<file path="src/common/irq_bank_pkg.sv">
package irq_bank_pkg;

    // Register bus geometry
    localparam int unsigned ADDR_W = 4;
    localparam int unsigned DATA_W = 8;

    // Register offsets
    localparam logic [3:0] CAPTURE3_EN_OFS = 4'h0;
    localparam logic [3:0] PWM_EN_OFS      = 4'h1;
    localparam logic [3:0] FLAGS_A_OFS     = 4'h2;
    localparam logic [3:0] FLAGS_B_OFS     = 4'h3;
    localparam logic [3:0] CORE_CTRL_OFS   = 4'h4;

    // Enable bit positions
    localparam int unsigned CAPTURE3_EN_BIT = 4;
    localparam int unsigned PWM3_TB_BIT     = 6;
    localparam int unsigned PWM2_TB_BIT     = 5;
    localparam int unsigned PWM1_TB_BIT     = 4;
    localparam int unsigned PWM3_SD_BIT     = 2;
    localparam int unsigned PWM2_SD_BIT     = 1;
    localparam int unsigned PWM1_SD_BIT     = 0;

    // Flag and control bit positions
    localparam int unsigned SERIAL_RX_BIT  = 5;
    localparam int unsigned SERIAL_TX_BIT  = 4;
    localparam int unsigned GLOBAL_EN_BIT  = 7;
    localparam int unsigned PERIPH_GATE_BIT = 6;

    // Implemented and writable bit masks
    localparam logic [7:0] CAPTURE3_EN_MASK = 8'h10;
    localparam logic [7:0] PWM_EN_MASK      = 8'h77;
    localparam logic [7:0] FLAGS_A_RO_MASK  = 8'h30;
    localparam logic [7:0] FLAGS_A_WR_MASK  = 8'hCF;
    localparam logic [7:0] FLAGS_B_RO_MASK  = 8'h00;
    localparam logic [7:0] FLAGS_B_WR_MASK  = 8'hFF;
    localparam logic [7:0] CORE_CTRL_MASK   = 8'hC0;

    // Values after any reset
    localparam logic [7:0] REG_RESET_VAL = 8'h00;
    localparam logic [7:0] RD_IDLE_VAL   = 8'h00;

    // Writes only the bits that the mask allows
    function automatic logic [7:0] masked_write(
        input logic [7:0] old_val,
        input logic [7:0] new_val,
        input logic [7:0] mask
    );
        masked_write = (old_val & ~mask) | (new_val & mask);
    endfunction

endpackage

</file>
<file path="src/core/irq_flag_reg.sv">
`timescale 1ns/1ps
`default_nettype none

module irq_flag_reg #(
    parameter logic [7:0] WR_MASK = 8'hFF,
    parameter logic [7:0] RO_MASK = 8'h00
) (
    input  wire logic       i_core_clk,
    input  wire logic       i_resetn,
    input  wire logic [7:0] i_set,
    input  wire logic       i_wr_en,
    input  wire logic [7:0] i_wr_data,
    input  wire logic [7:0] i_ro_level,
    output var  logic [7:0] o_flags
);

    logic [7:0] flags_reg;
    logic [7:0] flags_next;
    logic [7:0] wr_val;
    logic [7:0] set_val;

    // Software write first, then events on top
    assign wr_val  = i_wr_en ? irq_bank_pkg::masked_write(flags_reg, i_wr_data, WR_MASK)
                             : flags_reg; // [RQ12]
    assign set_val = wr_val | (i_set & ~RO_MASK); // [RQ10]
    // Read-only bits track their source, writes ignored
    assign flags_next = (set_val & ~RO_MASK) | (i_ro_level & RO_MASK); // [RQ7]

    // Flag storage
    always_ff @(posedge i_core_clk or negedge i_resetn)
    begin
        if (!i_resetn)
            flags_reg <= irq_bank_pkg::REG_RESET_VAL; // [RQ9]
        else
            flags_reg <= flags_next;
    end

    assign o_flags = flags_reg;

endmodule // irq_flag_reg

`default_nettype wire

</file>
<file path="src/core/irq_request_merge.sv">
`timescale 1ns/1ps
`default_nettype none

module irq_request_merge (
    input  wire logic        i_core_clk,
    input  wire logic        i_resetn,
    input  wire logic [31:0] i_flags,
    input  wire logic [31:0] i_enables,
    input  wire logic        i_periph_gate,
    input  wire logic        i_global_en,
    output var  logic        o_request,
    output var  logic        o_cpu_irq
);

    logic request_next;
    logic cpu_irq_next;
    logic request_reg;
    logic cpu_irq_reg;

    // OR of every flag with its enable, then the two gates
    assign request_next = |(i_flags & i_enables); // [RQ13]
    assign cpu_irq_next = request_next & i_periph_gate & i_global_en; // [RQ5] [RQ13]

    // Registered outputs
    always_ff @(posedge i_core_clk or negedge i_resetn)
    begin
        if (!i_resetn)
        begin
            request_reg <= 1'b0;
            cpu_irq_reg <= 1'b0;
        end
        else
        begin
            request_reg <= request_next;
            cpu_irq_reg <= cpu_irq_next;
        end
    end

    assign o_request = request_reg;
    assign o_cpu_irq = cpu_irq_reg;

endmodule // irq_request_merge

`default_nettype wire

</file>
<file path="src/core/peripheral_irq_enable_flag_bank.sv">
// Notes on behaviour
// [RQ1] Bit 4 of the capture-3 enable register is the only writable bit and gates that interrupt.
// [RQ2] Unimplemented bits read as zero and ignore writes.
// [RQ3] Pwm enable bits 6, 5, 4 enable time-base interrupts of controllers three, two, one.
// [RQ4] Pwm enable bits 2, 1, 0 enable shutdown interrupts of three, two, one; bits 7, 3 absent.
// [RQ5] No peripheral interrupt reaches the CPU unless the peripheral gate is set.
// [RQ6] Flag register a holds timer1 gate, adc, rx, tx, sync serial, capture1, timer2, timer1.
// [RQ7] The rx and tx flags are read-only, follow the serial unit and ignore writes.
// [RQ8] Flag register b holds osc fail, cmp2, cmp1, eeprom, collision, cmp4, cmp3, capture2.
// [RQ9] Every implemented enable and flag bit is zero after any reset; one means pending.
// [RQ10] A flag sets on its event regardless of its enable and the global enable.
// [RQ11] Software should clear stale flags before it sets the matching enable.
// [RQ12] Writable bits take software writes that set or clear them; read-only bits do not.
// [RQ13] The request is the OR of each flag AND its enable, then gated by gate and global.

`timescale 1ns/1ps
`default_nettype none

module peripheral_irq_enable_flag_bank (
    // Clock and reset
    input  wire logic       i_core_clk,
    input  wire logic       i_resetn,

    // Register port
    input  wire logic [3:0] i_addr,
    input  wire logic [7:0] i_wr_data,
    input  wire logic       i_wr_stb,
    input  wire logic       i_rd_stb,
    output var  logic [7:0] o_rd_data,

    // Event pulses into flag register a
    input  wire logic [7:0] i_flags_a_set,

    // Serial unit levels for the read-only flags
    input  wire logic       i_serial_rx_flag,
    input  wire logic       i_serial_tx_flag,

    // Event pulses into flag register b
    input  wire logic [7:0] i_flags_b_set,

    // Enables for flag registers a and b, held elsewhere
    input  wire logic [7:0] i_flags_a_enable,
    input  wire logic [7:0] i_flags_b_enable,

    // Pending levels of capture-3 and pwm controllers
    input  wire logic       i_capture3_flag,
    input  wire logic [7:0] i_pwm_flags,

    // Enable bits out to the units
    output var  logic       o_capture3_int_en,
    output var  logic [7:0] o_pwm_ctrl_irq_enable,

    // Flag values out
    output var  logic [7:0] o_periph_request_flags_a,
    output var  logic [7:0] o_periph_request_flags_b,

    // Gates out
    output var  logic       o_peripheral_irq_gate,
    output var  logic       o_global_irq_enable,

    // Interrupt outputs
    output var  logic       o_periph_request,
    output var  logic       o_cpu_irq
);

    // Capture-3 enable storage
    logic [7:0] capture3_irq_enable_reg;
    logic [7:0] capture3_irq_enable_next;

    // Pwm enable storage
    logic [7:0] pwm_ctrl_irq_enable_reg;
    logic [7:0] pwm_ctrl_irq_enable_next;

    // Core control storage
    logic [7:0] core_irq_control_reg;
    logic [7:0] core_irq_control_next;

    // Read path
    logic [7:0] rd_data_reg;
    logic [7:0] rd_data_next;

    // Read selection
    logic [7:0] rd_mux;

    // Address decode
    logic       hit_capture3;
    logic       hit_pwm;
    logic       hit_flags_a;
    logic       hit_flags_b;
    logic       hit_core;

    // Write strobes
    logic       wr_capture3;
    logic       wr_pwm;
    logic       wr_flags_a;
    logic       wr_flags_b;
    logic       wr_core;

    // Flag registers
    logic [7:0] periph_request_flags_a;
    logic [7:0] periph_request_flags_b;
    logic [7:0] ro_level_a;
    logic [7:0] zero_level;

    // Merge inputs
    logic [7:0] capture3_flag_vec;
    logic [7:0] pwm_flag_vec;
    logic [31:0] merge_flags;
    logic [31:0] merge_enables;

    // Gate fields
    logic       peripheral_irq_gate;
    logic       global_irq_enable;

    // Enable fields
    logic       capture3_int_en;
    logic       pwm3_timebase_int_en;
    logic       pwm2_timebase_int_en;
    logic       pwm1_timebase_int_en;
    logic       pwm3_shutdown_int_en;
    logic       pwm2_shutdown_int_en;
    logic       pwm1_shutdown_int_en;

    // Address decode of the five registers
    assign hit_capture3 = (i_addr == irq_bank_pkg::CAPTURE3_EN_OFS);
    assign hit_pwm      = (i_addr == irq_bank_pkg::PWM_EN_OFS);
    assign hit_flags_a  = (i_addr == irq_bank_pkg::FLAGS_A_OFS);
    assign hit_flags_b  = (i_addr == irq_bank_pkg::FLAGS_B_OFS);
    assign hit_core     = (i_addr == irq_bank_pkg::CORE_CTRL_OFS);

    // Write strobes per register
    assign wr_capture3 = i_wr_stb & hit_capture3;
    assign wr_pwm      = i_wr_stb & hit_pwm;
    assign wr_flags_a  = i_wr_stb & hit_flags_a;
    assign wr_flags_b  = i_wr_stb & hit_flags_b;
    assign wr_core     = i_wr_stb & hit_core;

    // Capture-3 enable: only bit 4 stores a value
    assign capture3_irq_enable_next = wr_capture3
        ? irq_bank_pkg::masked_write(capture3_irq_enable_reg, i_wr_data,
                                     irq_bank_pkg::CAPTURE3_EN_MASK) // [RQ1] [RQ2]
        : capture3_irq_enable_reg;

    // Pwm enable: bits 7 and 3 stay zero
    assign pwm_ctrl_irq_enable_next = wr_pwm
        ? irq_bank_pkg::masked_write(pwm_ctrl_irq_enable_reg, i_wr_data,
                                     irq_bank_pkg::PWM_EN_MASK) // [RQ3] [RQ4] [RQ2]
        : pwm_ctrl_irq_enable_reg;

    // Core control: global enable and peripheral gate only
    assign core_irq_control_next = wr_core
        ? irq_bank_pkg::masked_write(core_irq_control_reg, i_wr_data,
                                     irq_bank_pkg::CORE_CTRL_MASK) // [RQ2]
        : core_irq_control_reg;

    // Capture-3 enable register
    always_ff @(posedge i_core_clk or negedge i_resetn)
    begin
        if (!i_resetn)
        begin
            capture3_irq_enable_reg <= irq_bank_pkg::REG_RESET_VAL; // [RQ9]
        end
        else
        begin
            capture3_irq_enable_reg <= capture3_irq_enable_next;
        end
    end

    // Pwm enable register
    always_ff @(posedge i_core_clk or negedge i_resetn)
    begin
        if (!i_resetn)
        begin
            pwm_ctrl_irq_enable_reg <= irq_bank_pkg::REG_RESET_VAL; // [RQ9]
        end
        else
        begin
            pwm_ctrl_irq_enable_reg <= pwm_ctrl_irq_enable_next;
        end
    end

    // Core control register
    always_ff @(posedge i_core_clk or negedge i_resetn)
    begin
        if (!i_resetn)
        begin
            core_irq_control_reg <= irq_bank_pkg::REG_RESET_VAL;
        end
        else
        begin
            core_irq_control_reg <= core_irq_control_next;
        end
    end

    // Capture-3 enable field
    assign capture3_int_en      = capture3_irq_enable_reg[irq_bank_pkg::CAPTURE3_EN_BIT];

    // Time-base enable fields
    assign pwm3_timebase_int_en = pwm_ctrl_irq_enable_reg[irq_bank_pkg::PWM3_TB_BIT];
    assign pwm2_timebase_int_en = pwm_ctrl_irq_enable_reg[irq_bank_pkg::PWM2_TB_BIT];
    assign pwm1_timebase_int_en = pwm_ctrl_irq_enable_reg[irq_bank_pkg::PWM1_TB_BIT];

    // Shutdown enable fields
    assign pwm3_shutdown_int_en = pwm_ctrl_irq_enable_reg[irq_bank_pkg::PWM3_SD_BIT];
    assign pwm2_shutdown_int_en = pwm_ctrl_irq_enable_reg[irq_bank_pkg::PWM2_SD_BIT];
    assign pwm1_shutdown_int_en = pwm_ctrl_irq_enable_reg[irq_bank_pkg::PWM1_SD_BIT];

    // Named gate fields
    assign global_irq_enable   = core_irq_control_reg[irq_bank_pkg::GLOBAL_EN_BIT];
    assign peripheral_irq_gate = core_irq_control_reg[irq_bank_pkg::PERIPH_GATE_BIT];

    // Serial levels placed at their flag positions
    always_comb
    begin
        ro_level_a = 8'h00;
        ro_level_a[irq_bank_pkg::SERIAL_RX_BIT] = i_serial_rx_flag; // [RQ7]
        ro_level_a[irq_bank_pkg::SERIAL_TX_BIT] = i_serial_tx_flag; // [RQ7]
    end

    // Flag register b has no read-only bits
    assign zero_level = 8'h00;

    // Flag register a: timer1 gate down to timer1 overflow
    irq_flag_reg #(
        .WR_MASK (irq_bank_pkg::FLAGS_A_WR_MASK),
        .RO_MASK (irq_bank_pkg::FLAGS_A_RO_MASK)
    ) u_flags_a (
        .i_core_clk (i_core_clk),
        .i_resetn   (i_resetn),
        .i_set      (i_flags_a_set), // [RQ6] [RQ10]
        .i_wr_en    (wr_flags_a),    // [RQ12]
        .i_wr_data  (i_wr_data),
        .i_ro_level (ro_level_a),    // [RQ7]
        .o_flags    (periph_request_flags_a)
    );

    // Flag register b: osc fail down to capture2
    irq_flag_reg #(
        .WR_MASK (irq_bank_pkg::FLAGS_B_WR_MASK),
        .RO_MASK (irq_bank_pkg::FLAGS_B_RO_MASK)
    ) u_flags_b (
        .i_core_clk (i_core_clk),
        .i_resetn   (i_resetn),
        .i_set      (i_flags_b_set), // [RQ8] [RQ10]
        .i_wr_en    (wr_flags_b),    // [RQ12]
        .i_wr_data  (i_wr_data),
        .i_ro_level (zero_level),
        .o_flags    (periph_request_flags_b)
    );

    // Capture-3 level placed at its enable bit
    always_comb
    begin
        capture3_flag_vec = 8'h00;
        capture3_flag_vec[irq_bank_pkg::CAPTURE3_EN_BIT] = i_capture3_flag;
    end

    // Pwm levels, unimplemented bits dropped
    assign pwm_flag_vec = i_pwm_flags & irq_bank_pkg::PWM_EN_MASK;

    // Flag and enable vectors side by side for the merge
    assign merge_flags   = {periph_request_flags_a,
                            periph_request_flags_b,
                            capture3_flag_vec,
                            pwm_flag_vec};
    assign merge_enables = {i_flags_a_enable,
                            i_flags_b_enable,
                            capture3_irq_enable_reg,
                            pwm_ctrl_irq_enable_reg};

    // Request forming and gating
    irq_request_merge u_merge (
        .i_core_clk    (i_core_clk),
        .i_resetn      (i_resetn),
        .i_flags       (merge_flags),       // [RQ13]
        .i_enables     (merge_enables),     // [RQ13]
        .i_periph_gate (peripheral_irq_gate), // [RQ5]
        .i_global_en   (global_irq_enable),
        .o_request     (o_periph_request),
        .o_cpu_irq     (o_cpu_irq)
    );

    // Read selection, unmapped offsets read zero
    always_comb
    begin
        rd_mux = irq_bank_pkg::RD_IDLE_VAL;
        if (hit_capture3)
        begin
            rd_mux = capture3_irq_enable_reg; // [RQ2]
        end
        else if (hit_pwm)
        begin
            rd_mux = pwm_ctrl_irq_enable_reg; // [RQ2]
        end
        else if (hit_flags_a)
        begin
            rd_mux = periph_request_flags_a;
        end
        else if (hit_flags_b)
        begin
            rd_mux = periph_request_flags_b;
        end
        else if (hit_core)
        begin
            rd_mux = core_irq_control_reg;
        end
    end

    // Read data stands only in the cycle after the strobe
    assign rd_data_next = i_rd_stb
        ? rd_mux
        : irq_bank_pkg::RD_IDLE_VAL;

    // Read data register
    always_ff @(posedge i_core_clk or negedge i_resetn)
    begin
        if (!i_resetn)
        begin
            rd_data_reg <= irq_bank_pkg::RD_IDLE_VAL;
        end
        else
        begin
            rd_data_reg <= rd_data_next;
        end
    end

    // Read data out, from its flip-flop
    assign o_rd_data                = rd_data_reg;

    // Enable views, from the enable flip-flops
    assign o_capture3_int_en        = capture3_int_en;
    assign o_pwm_ctrl_irq_enable    = {1'b0,
                                       pwm3_timebase_int_en,
                                       pwm2_timebase_int_en,
                                       pwm1_timebase_int_en,
                                       1'b0,
                                       pwm3_shutdown_int_en,
                                       pwm2_shutdown_int_en,
                                       pwm1_shutdown_int_en};

    // Flag views
    assign o_periph_request_flags_a = periph_request_flags_a;
    assign o_periph_request_flags_b = periph_request_flags_b;

    // Gate views
    assign o_peripheral_irq_gate    = peripheral_irq_gate;
    assign o_global_irq_enable      = global_irq_enable;

endmodule // peripheral_irq_enable_flag_bank

`default_nettype wire

</file>
<file path="config.mk">
export PLATFORM = sky130hd
export DESIGN_NAME = peripheral_irq_enable_flag_bank
export DESIGN_NICKNAME = d
export VERILOG_FILES = /design/src/common/irq_bank_pkg.sv /design/src/core/irq_flag_reg.sv /design/src/core/irq_request_merge.sv /design/src/core/peripheral_irq_enable_flag_bank.sv
export SDC_FILE = /design/constraint.sdc
export NUM_CORES = 1
export LEC_CHECK = 0
export BUFFER_PORTS_ARGS = -buffer_cell sky130_fd_sc_hd__buf_2
export CAP_MARGIN = 20
export CORE_UTILIZATION = 41
export CTS_BUF_LIST = sky130_fd_sc_hd__clkbuf_4 sky130_fd_sc_hd__clkbuf_8
export CTS_CLUSTER_DIAMETER = 100
export DETAILED_ROUTE_END_ITERATION = 6
export PLACE_DENSITY = 0.78
export SKIP_CTS_REPAIR_TIMING = 1
export SLEW_MARGIN = 25
export SYNTH_ARGS = -nofsm -noshare
export SYNTH_HDL_FRONTEND = slang
export SYNTH_HIERARCHICAL = 1
export SYNTH_SLANG_ARGS = --single-unit
</file>
<file path="constraint.sdc">
create_clock -name i_core_clk -period 1.4 [get_ports i_core_clk]
set_input_delay 0.07 -clock i_core_clk [delete_from_list [all_inputs] [get_ports i_core_clk]]
set_output_delay 0.07 -clock i_core_clk [all_outputs]
set_load 0.01 [all_outputs]
</file>
==> results.json, run 1 <==
{
  "status": "complete, but fails checks",
  "violations": "setup timing",
  "clock_latency_ns": 0.29,
  "grt_use_total": 0.2599,
  "cts_made_buffers": 5,
  "place_hpwl_um": 4169,
  "crit_chain": "a22oi_2 -> nand4_1 -> or4_4 -> and3_4",
  "power.static_leakage_nw": 1.355,
  "worstPathRequired_ns": 1.59,
  "rrSetupSlack_ns": -0.11,
  "drt-pass1-iter-count": 4,
  "crit_path_top_delay_cell": "or4_4",
  "drt-total-wl_um": 5592,
  "vias_per_cell": 5.077,
  "drive_gt1_frac": 0.5581,
  "std_cell_rows": 23,
  "area_growth_pct": 64.32,
  "diodes": 0,
  "synth_seq_cells": 35,
  "avgSynthCellArea_sq_um": 12.15,
  "fillCellCount": 289,
  "final_cell_mix": "89 x buf_2, 35 x dfrtp_1, 32 x buf_4, 20 x conb_1, 17 x dlygate4sd3_1",
  "max_stage_delay_ns": 0.52,
  "synthArstFlopShare": 1.000,
  "critPathLaunchType": "flip-flop",
  "synth_cell_types": 34,
  "finalPower_mw": 2.765,
  "max_slew.worst_pin.slew_ns": 0.6042,
  "place.port_buffers": 89,
  "setup_viol": 2,
  "fin_crit_ns": 1.515,
  "register_area_sq_um": 875.8,
  "hp-class": "in2reg",
  "vias": 1782,
  "grt_first_pass_wirelength_um": 8204,
  "p_per_area_nw_per_um2": 975.2,
  "fin_crit_sh": 1.082,
  "synth-edff-count": 0,
  "drc": 0,
  "hold_violations": 0,
  "dp.cells": 325,
  "cp.arrival_ns": 1.70,
  "yosys_warnings": 6,
  "skew_ns": 0.008725,
  "grt_pass1_vias": 1681,
  "multi_input_area_sq_um": 912.1,
  "start_util": 0.4283,
  "die_w_um": 66.87,
  "cts_root_buf": "clkbuf_8",
  "place_area_sq_um": 2490,
  "htree_levels": 2,
  "endpoint_kind": "flip-flop",
  "drtIter0Drc": 165,
  "clock_sink_count": 35,
  "postLayoutCellArea_sq_um": 2835,
  "final_cell_count_no_fill": 351,
  "worst_slack_ns": -0.1149,
  "fmax_ghz": 0.6601,
  "ir_worst_vdd_uv": 620.6,
  "final_net_count": 359,
  "antenna_found_initial": 0,
  "die_y_um": 66.87,
  "dieArea_sq_um": 4472,
  "postSynthCellCount": 142,
  "rsz0062_at_grt": "yes",
  "netlist_area_sq_um": 1725,
  "holdWs_ns": 0.009454,
  "path_clk_slew_ns": 0.07,
  "ios": 96,
  "slew_headroom": 0.5972,
  "drv_slew": 0,
  "ant_nets": 0,
  "yosysSeqAreaShare": 0.5076,
  "final_common_cell": "buf_2",
  "crit_type": "reg2reg",
  "fp.coreArea_sq_um": 4029,
  "yosys_most_used_dff": "dfrtp_1",
  "worstPathMaxFanout": 2,
  "grt_max_degree": 27,
  "clockBufferDepth": 2,
  "wl_per_cell_um": 15.93,
  "drv_cap": 0,
  "cts_tree": "done",
  "gp_congestion": 0.8966,
  "grt_overflow": 0
}
==> cell usage after synthesis, types with 2 or more instances <==
library cell  instances  area, sq um
buf_2                 2        10.01
inv_1                 3        11.26
a22oi_1              19        142.6
buf_4                 2        15.01
nor2_1                8        30.03
nor2b_2               4        35.03
a211o_1               8        70.07
nand3_1               3        15.01
a32oi_1               2        17.52
nand4_1               4        25.02
nor2b_1               8        50.05
dfrtp_1              35        875.8
and2b_1               4        30.03
mux2_2               13        146.4
buf_6                 2        22.52
a211o_2               7        70.07
==> worst paths after layout <==
path,start,end,depth (start not counted)
min in group asynchronous,i_resetn,core_irq_control_reg[7],2
max in group asynchronous,i_resetn,u_flags_a/o_flags[4],3
worst max-delay path,u_flags_b/o_flags[1],u_merge/o_cpu_irq,4
worst max register to register,u_flags_b/o_flags[1],u_merge/o_cpu_irq,4
worst min-delay path,i_wr_data[5],u_flags_b/o_flags[5],2
worst min register to register,core_irq_control_reg[7],core_irq_control_reg[7],1
==> area by class of cell <==
class                      instances  share of cell area
tap                               50             0.02207
clock buffer                       6             0.02913
sequential                        35              0.3089
multi-input combinational        117              0.3217
clock inverter                     2             0.01236
timing repair buffer             138              0.3019
inverter                           3            0.003972
==> per-layer routing <==
metal,GRT usage,vias up,share of wire
met5,0,-,0
met4,0.1144,0,0.023
met3,0.04966,17,0.072
met2,0.4306,76,0.50
met1,0.3258,844,0.40
li1,-,845,-
==> cell families (layout without fill, tap and decap cells) <==
| group | Yosys count | in the layout | synth area share |
|---|---|---|---|
| buf+inv | 9 | 149 | 0.03408 |
| flops | 35 | 35 | 0.5076 |
| simple gates | 41 | 41 | 0.1559 |
| other cells | 1 | 20 | 0.002173 |
| mux | 15 | 15 | 0.1037 |
| compound gates | 41 | 41 | 0.1965 |
==> worst max-delay path: cells and delay by family, from the launching register on <==
kind               cells  cell delay (ns)
DFF                    1             0.39
AOI/OAI and AO/OA      1             0.23
and+or+nand+nor        3             0.80
==> per-stage QoR <==
| step | setup WS, ns | TNS (ns) | util |
|---|---|---|---|
| floorplan | -0.06743 | -0.06938 | - |
| CTS | -0.1215 | -0.1637 | 0.6472 |
| finish | -0.1149 | -0.1657 | 0.7037 |
| global placement | -0.08146 | -0.08146 | 0.6180 |
| detailed placement | -0.1089 | -0.1431 | 0.6180 |
| global route | -0.1581 | -0.2670 | 0.7037 |
==> where the power goes <==
| part | internal [mW] | leakage (nW) | switching [mW] |
|---|---|---|---|
| clock network | 0.576 | 0.0612 | 0.374 |
| registers | 1.09 | 0.391 | 0.0611 |
| logic | 0.364 | 0.903 | 0.295 |
| total | 2.03 | 1.35 | 0.730 |
No activity file was read; power rests on OpenSTA's default activity.
==> run 2, diff against run 1 <==
ABC_AREA = 1   (was not set)
CORE_UTILIZATION = 43   (was 41)
PLACE_DENSITY = 0.79   (was 0.78)
==> run 2 against run 1 <==
Effect of this change: the run ends with hold timing left; sequential power about the same; non-clock buffer count is 30 lower; first-iteration DRC count is 52% lower; via count is 15% higher; register-to-register slack improved by 0.32 ns; global-route usage down 3.4 points; clock-buffer cell count fell by 1; clock power fell by 26%; worst setup slack gained 0.32 ns; power shrank 14%; flip-flop and latch count stayed put.
==> results.json, run 2 <==
{
  "synthTopCellsByArea": "dfrtp_1 45%, nand2_1 20%, nor2_1 5.8%",
  "final_net_count": 451,
  "grt_use_total": 0.2263,
  "clockPowerShare": 0.298,
  "grt_pass1_vias": 1842,
  "place_hpwl_um": 3957,
  "synthArstFlopShare": 1.000,
  "worst_slack_ns": 0.2039,
  "power.static_leakage_nw": 1.528,
  "swShare": 0.3036,
  "skew_ns": 0.006421,
  "hp-class": "in2reg",
  "clockBufferDepth": 2,
  "vias_per_cell": 4.611,
  "cp.arrival_ns": 1.36,
  "drv_slew": 0,
  "postSynthCellCount": 264,
  "multi_input_area_sq_um": 998.5,
  "final_cell_count_no_fill": 445,
  "crit_type": "reg2reg",
  "p_int_mw": 1.651,
  "fin_crit_sh": 0.8543,
  "std_cell_rows": 24,
  "hold_violations": 2,
  "drt-total-wl_um": 5122,
  "yosys_warnings": 6,
  "pwr-share-comb": 0.214,
  "place_area_sq_um": 2536,
  "switching_power_mw": 0.7199,
  "pwr-share-seq": 0.488,
  "dp.cells": 423,
  "register_area_sq_um": 875.8,
  "grt_overflow": 0,
  "synth.top_cells.by_count": "105 x nand2_1, 35 x dfrtp_1, 30 x nor2_1",
  "die_y_um": 69.48,
  "cts_root_buf": "clkbuf_8",
  "netlist_area_sq_um": 1958,
  "ant_nets": 0,
  "dieArea_sq_um": 4827,
  "yosysMostFrequentCell": "nand2_1",
  "worstPathRequired_ns": 1.56,
  "gp_congestion": 0.8762,
  "ios": 96,
  "die_w_um": 69.48,
  "drive_gt1_frac": 0.3359,
  "fmax_ghz": 0.8361,
  "finalPower_mw": 2.371,
  "clock_latency_ns": 0.29,
  "ir_worst_vdd_uv": 575.6,
  "critPathLaunchType": "flip-flop",
  "drv_cap": 0,
  "vias": 2052,
  "start_util": 0.4497,
  "setup_viol": 0,
  "fin_setup_tns_ns": 0,
  "synth_cell_types": 25,
  "wl_per_cell_um": 11.51,
  "postLayoutCellArea_sq_um": 2760,
  "area_growth_pct": 40.96,
  "final_cell_mix": "105 x nand2_1, 89 x buf_2, 35 x dfrtp_1, 30 x nor2_1, 20 x conb_1",
  "drtIter0Drc": 79,
  "drc": 0,
  "rsz0062_at_grt": "no",
  "worstPathMaxFanout": 4,
  "cts_made_buffers": 5,
  "diodes": 0,
  "fin_util": 0.6339,
  "place.port_buffers": 89,
  "cts_tree": "done",
  "status": "complete, but fails checks",
  "fp.coreArea_sq_um": 4354,
  "holdWs_ns": -0.01597,
  "final_common_cell": "nand2_1",
  "endpoint_kind": "flip-flop",
  "fillCellCount": 388,
  "violations": "hold timing",
  "path_clk_slew_ns": 0.07,
  "fin_crit_ns": 1.196,
  "clock_sink_count": 35,
  "antenna_found_initial": 0,
  "drt-pass1-iter-count": 4,
  "synth_top_cell_area_share": 0.4473,
  "yosys.area.top_type": "dfrtp_1",
  "htree_levels": 2,
  "synth-edff-count": 0,
  "rrSetupSlack_ns": 0.20,
  "synth_seq_cells": 35,
  "yosys_most_used_dff": "dfrtp_1",
  "yosysSeqAreaShare": 0.4473,
  "p_per_area_nw_per_um2": 859.0,
  "avgSynthCellArea_sq_um": 7.417,
  "grt_max_degree": 19,
  "grt_first_pass_wirelength_um": 8583,
  "pre_cts_slack_ns": 0.2373
}
run 2: cell types whose count changed after synthesis, sizes merged, moves of 12 or more:
cell,previous run,this run
nand2,1,115
nand3,3,22
o21ai,1,13
inv,3,23
nor2b,13,0
a22oi,20,0
mux2,13,0
a211o,15,0
nor2,8,36
run 2: kinds of logic after synthesis:
logic type | after synthesis | synth area share
other | 1 | 0.001915
buffers and inverters | 30 | 0.07923
flip-flops | 35 | 0.4473
AND/OR/NAND/NOR | 176 | 0.4121
AO/OA/AOI/OAI | 22 | 0.05943
run 2: power groups by stage:
stage	registers [mW]	clock network, mW	logic (mW)
2_1_floorplan	1.20	0	0.213
3_3_place_gp	1.17	0	0.470
3_5_place_dp	1.18	0	0.478
4_1_cts	1.16	0.720	0.480
5_1_grt	1.17	0.766	0.579
6_report	1.16	0.707	0.508
run 2: layout make-up:
cell class,count,area share
multi-input combinational,218,0.3617
tap,52,0.02357
clock buffer,5,0.02493
sequential,35,0.3173
timing repair buffer,108,0.2303
inverter,24,0.03672
clock inverter,3,0.005440
run 2: worst paths after layout:
check,start,endpoint,cells after the start
setup / recovery,u_flags_a/o_flags[3],u_merge/o_cpu_irq,6
setup reg to reg,u_flags_a/o_flags[3],u_merge/o_cpu_irq,6
min in group asynchronous,i_resetn,o_rd_data[1],2
hold reg to reg,core_irq_control_reg[7],u_merge/o_cpu_irq,2
hold / removal,i_flags_a_set[7],u_flags_a/o_flags[7],3
max in group asynchronous,i_resetn,u_flags_b/o_flags[0],3
run 2: metal layers:
layer	up-vias	GRT usage	part of all wire
li1	1055	-	-
met1	905	0.2968	0.43
met2	87	0.3679	0.49
met3	5	0.04506	0.070
met4	0	0.08844	0.0098
met5	-	0	0
run 2: worst max-delay path: stages (launching register included):
cell	delay, ns
dfrtp_1	0.42
nand2_1	0.09
nand2_1	0.06
nor2_1	0.15
nand2_1	0.07
nor2_1	0.20
a21oi_1	0.09
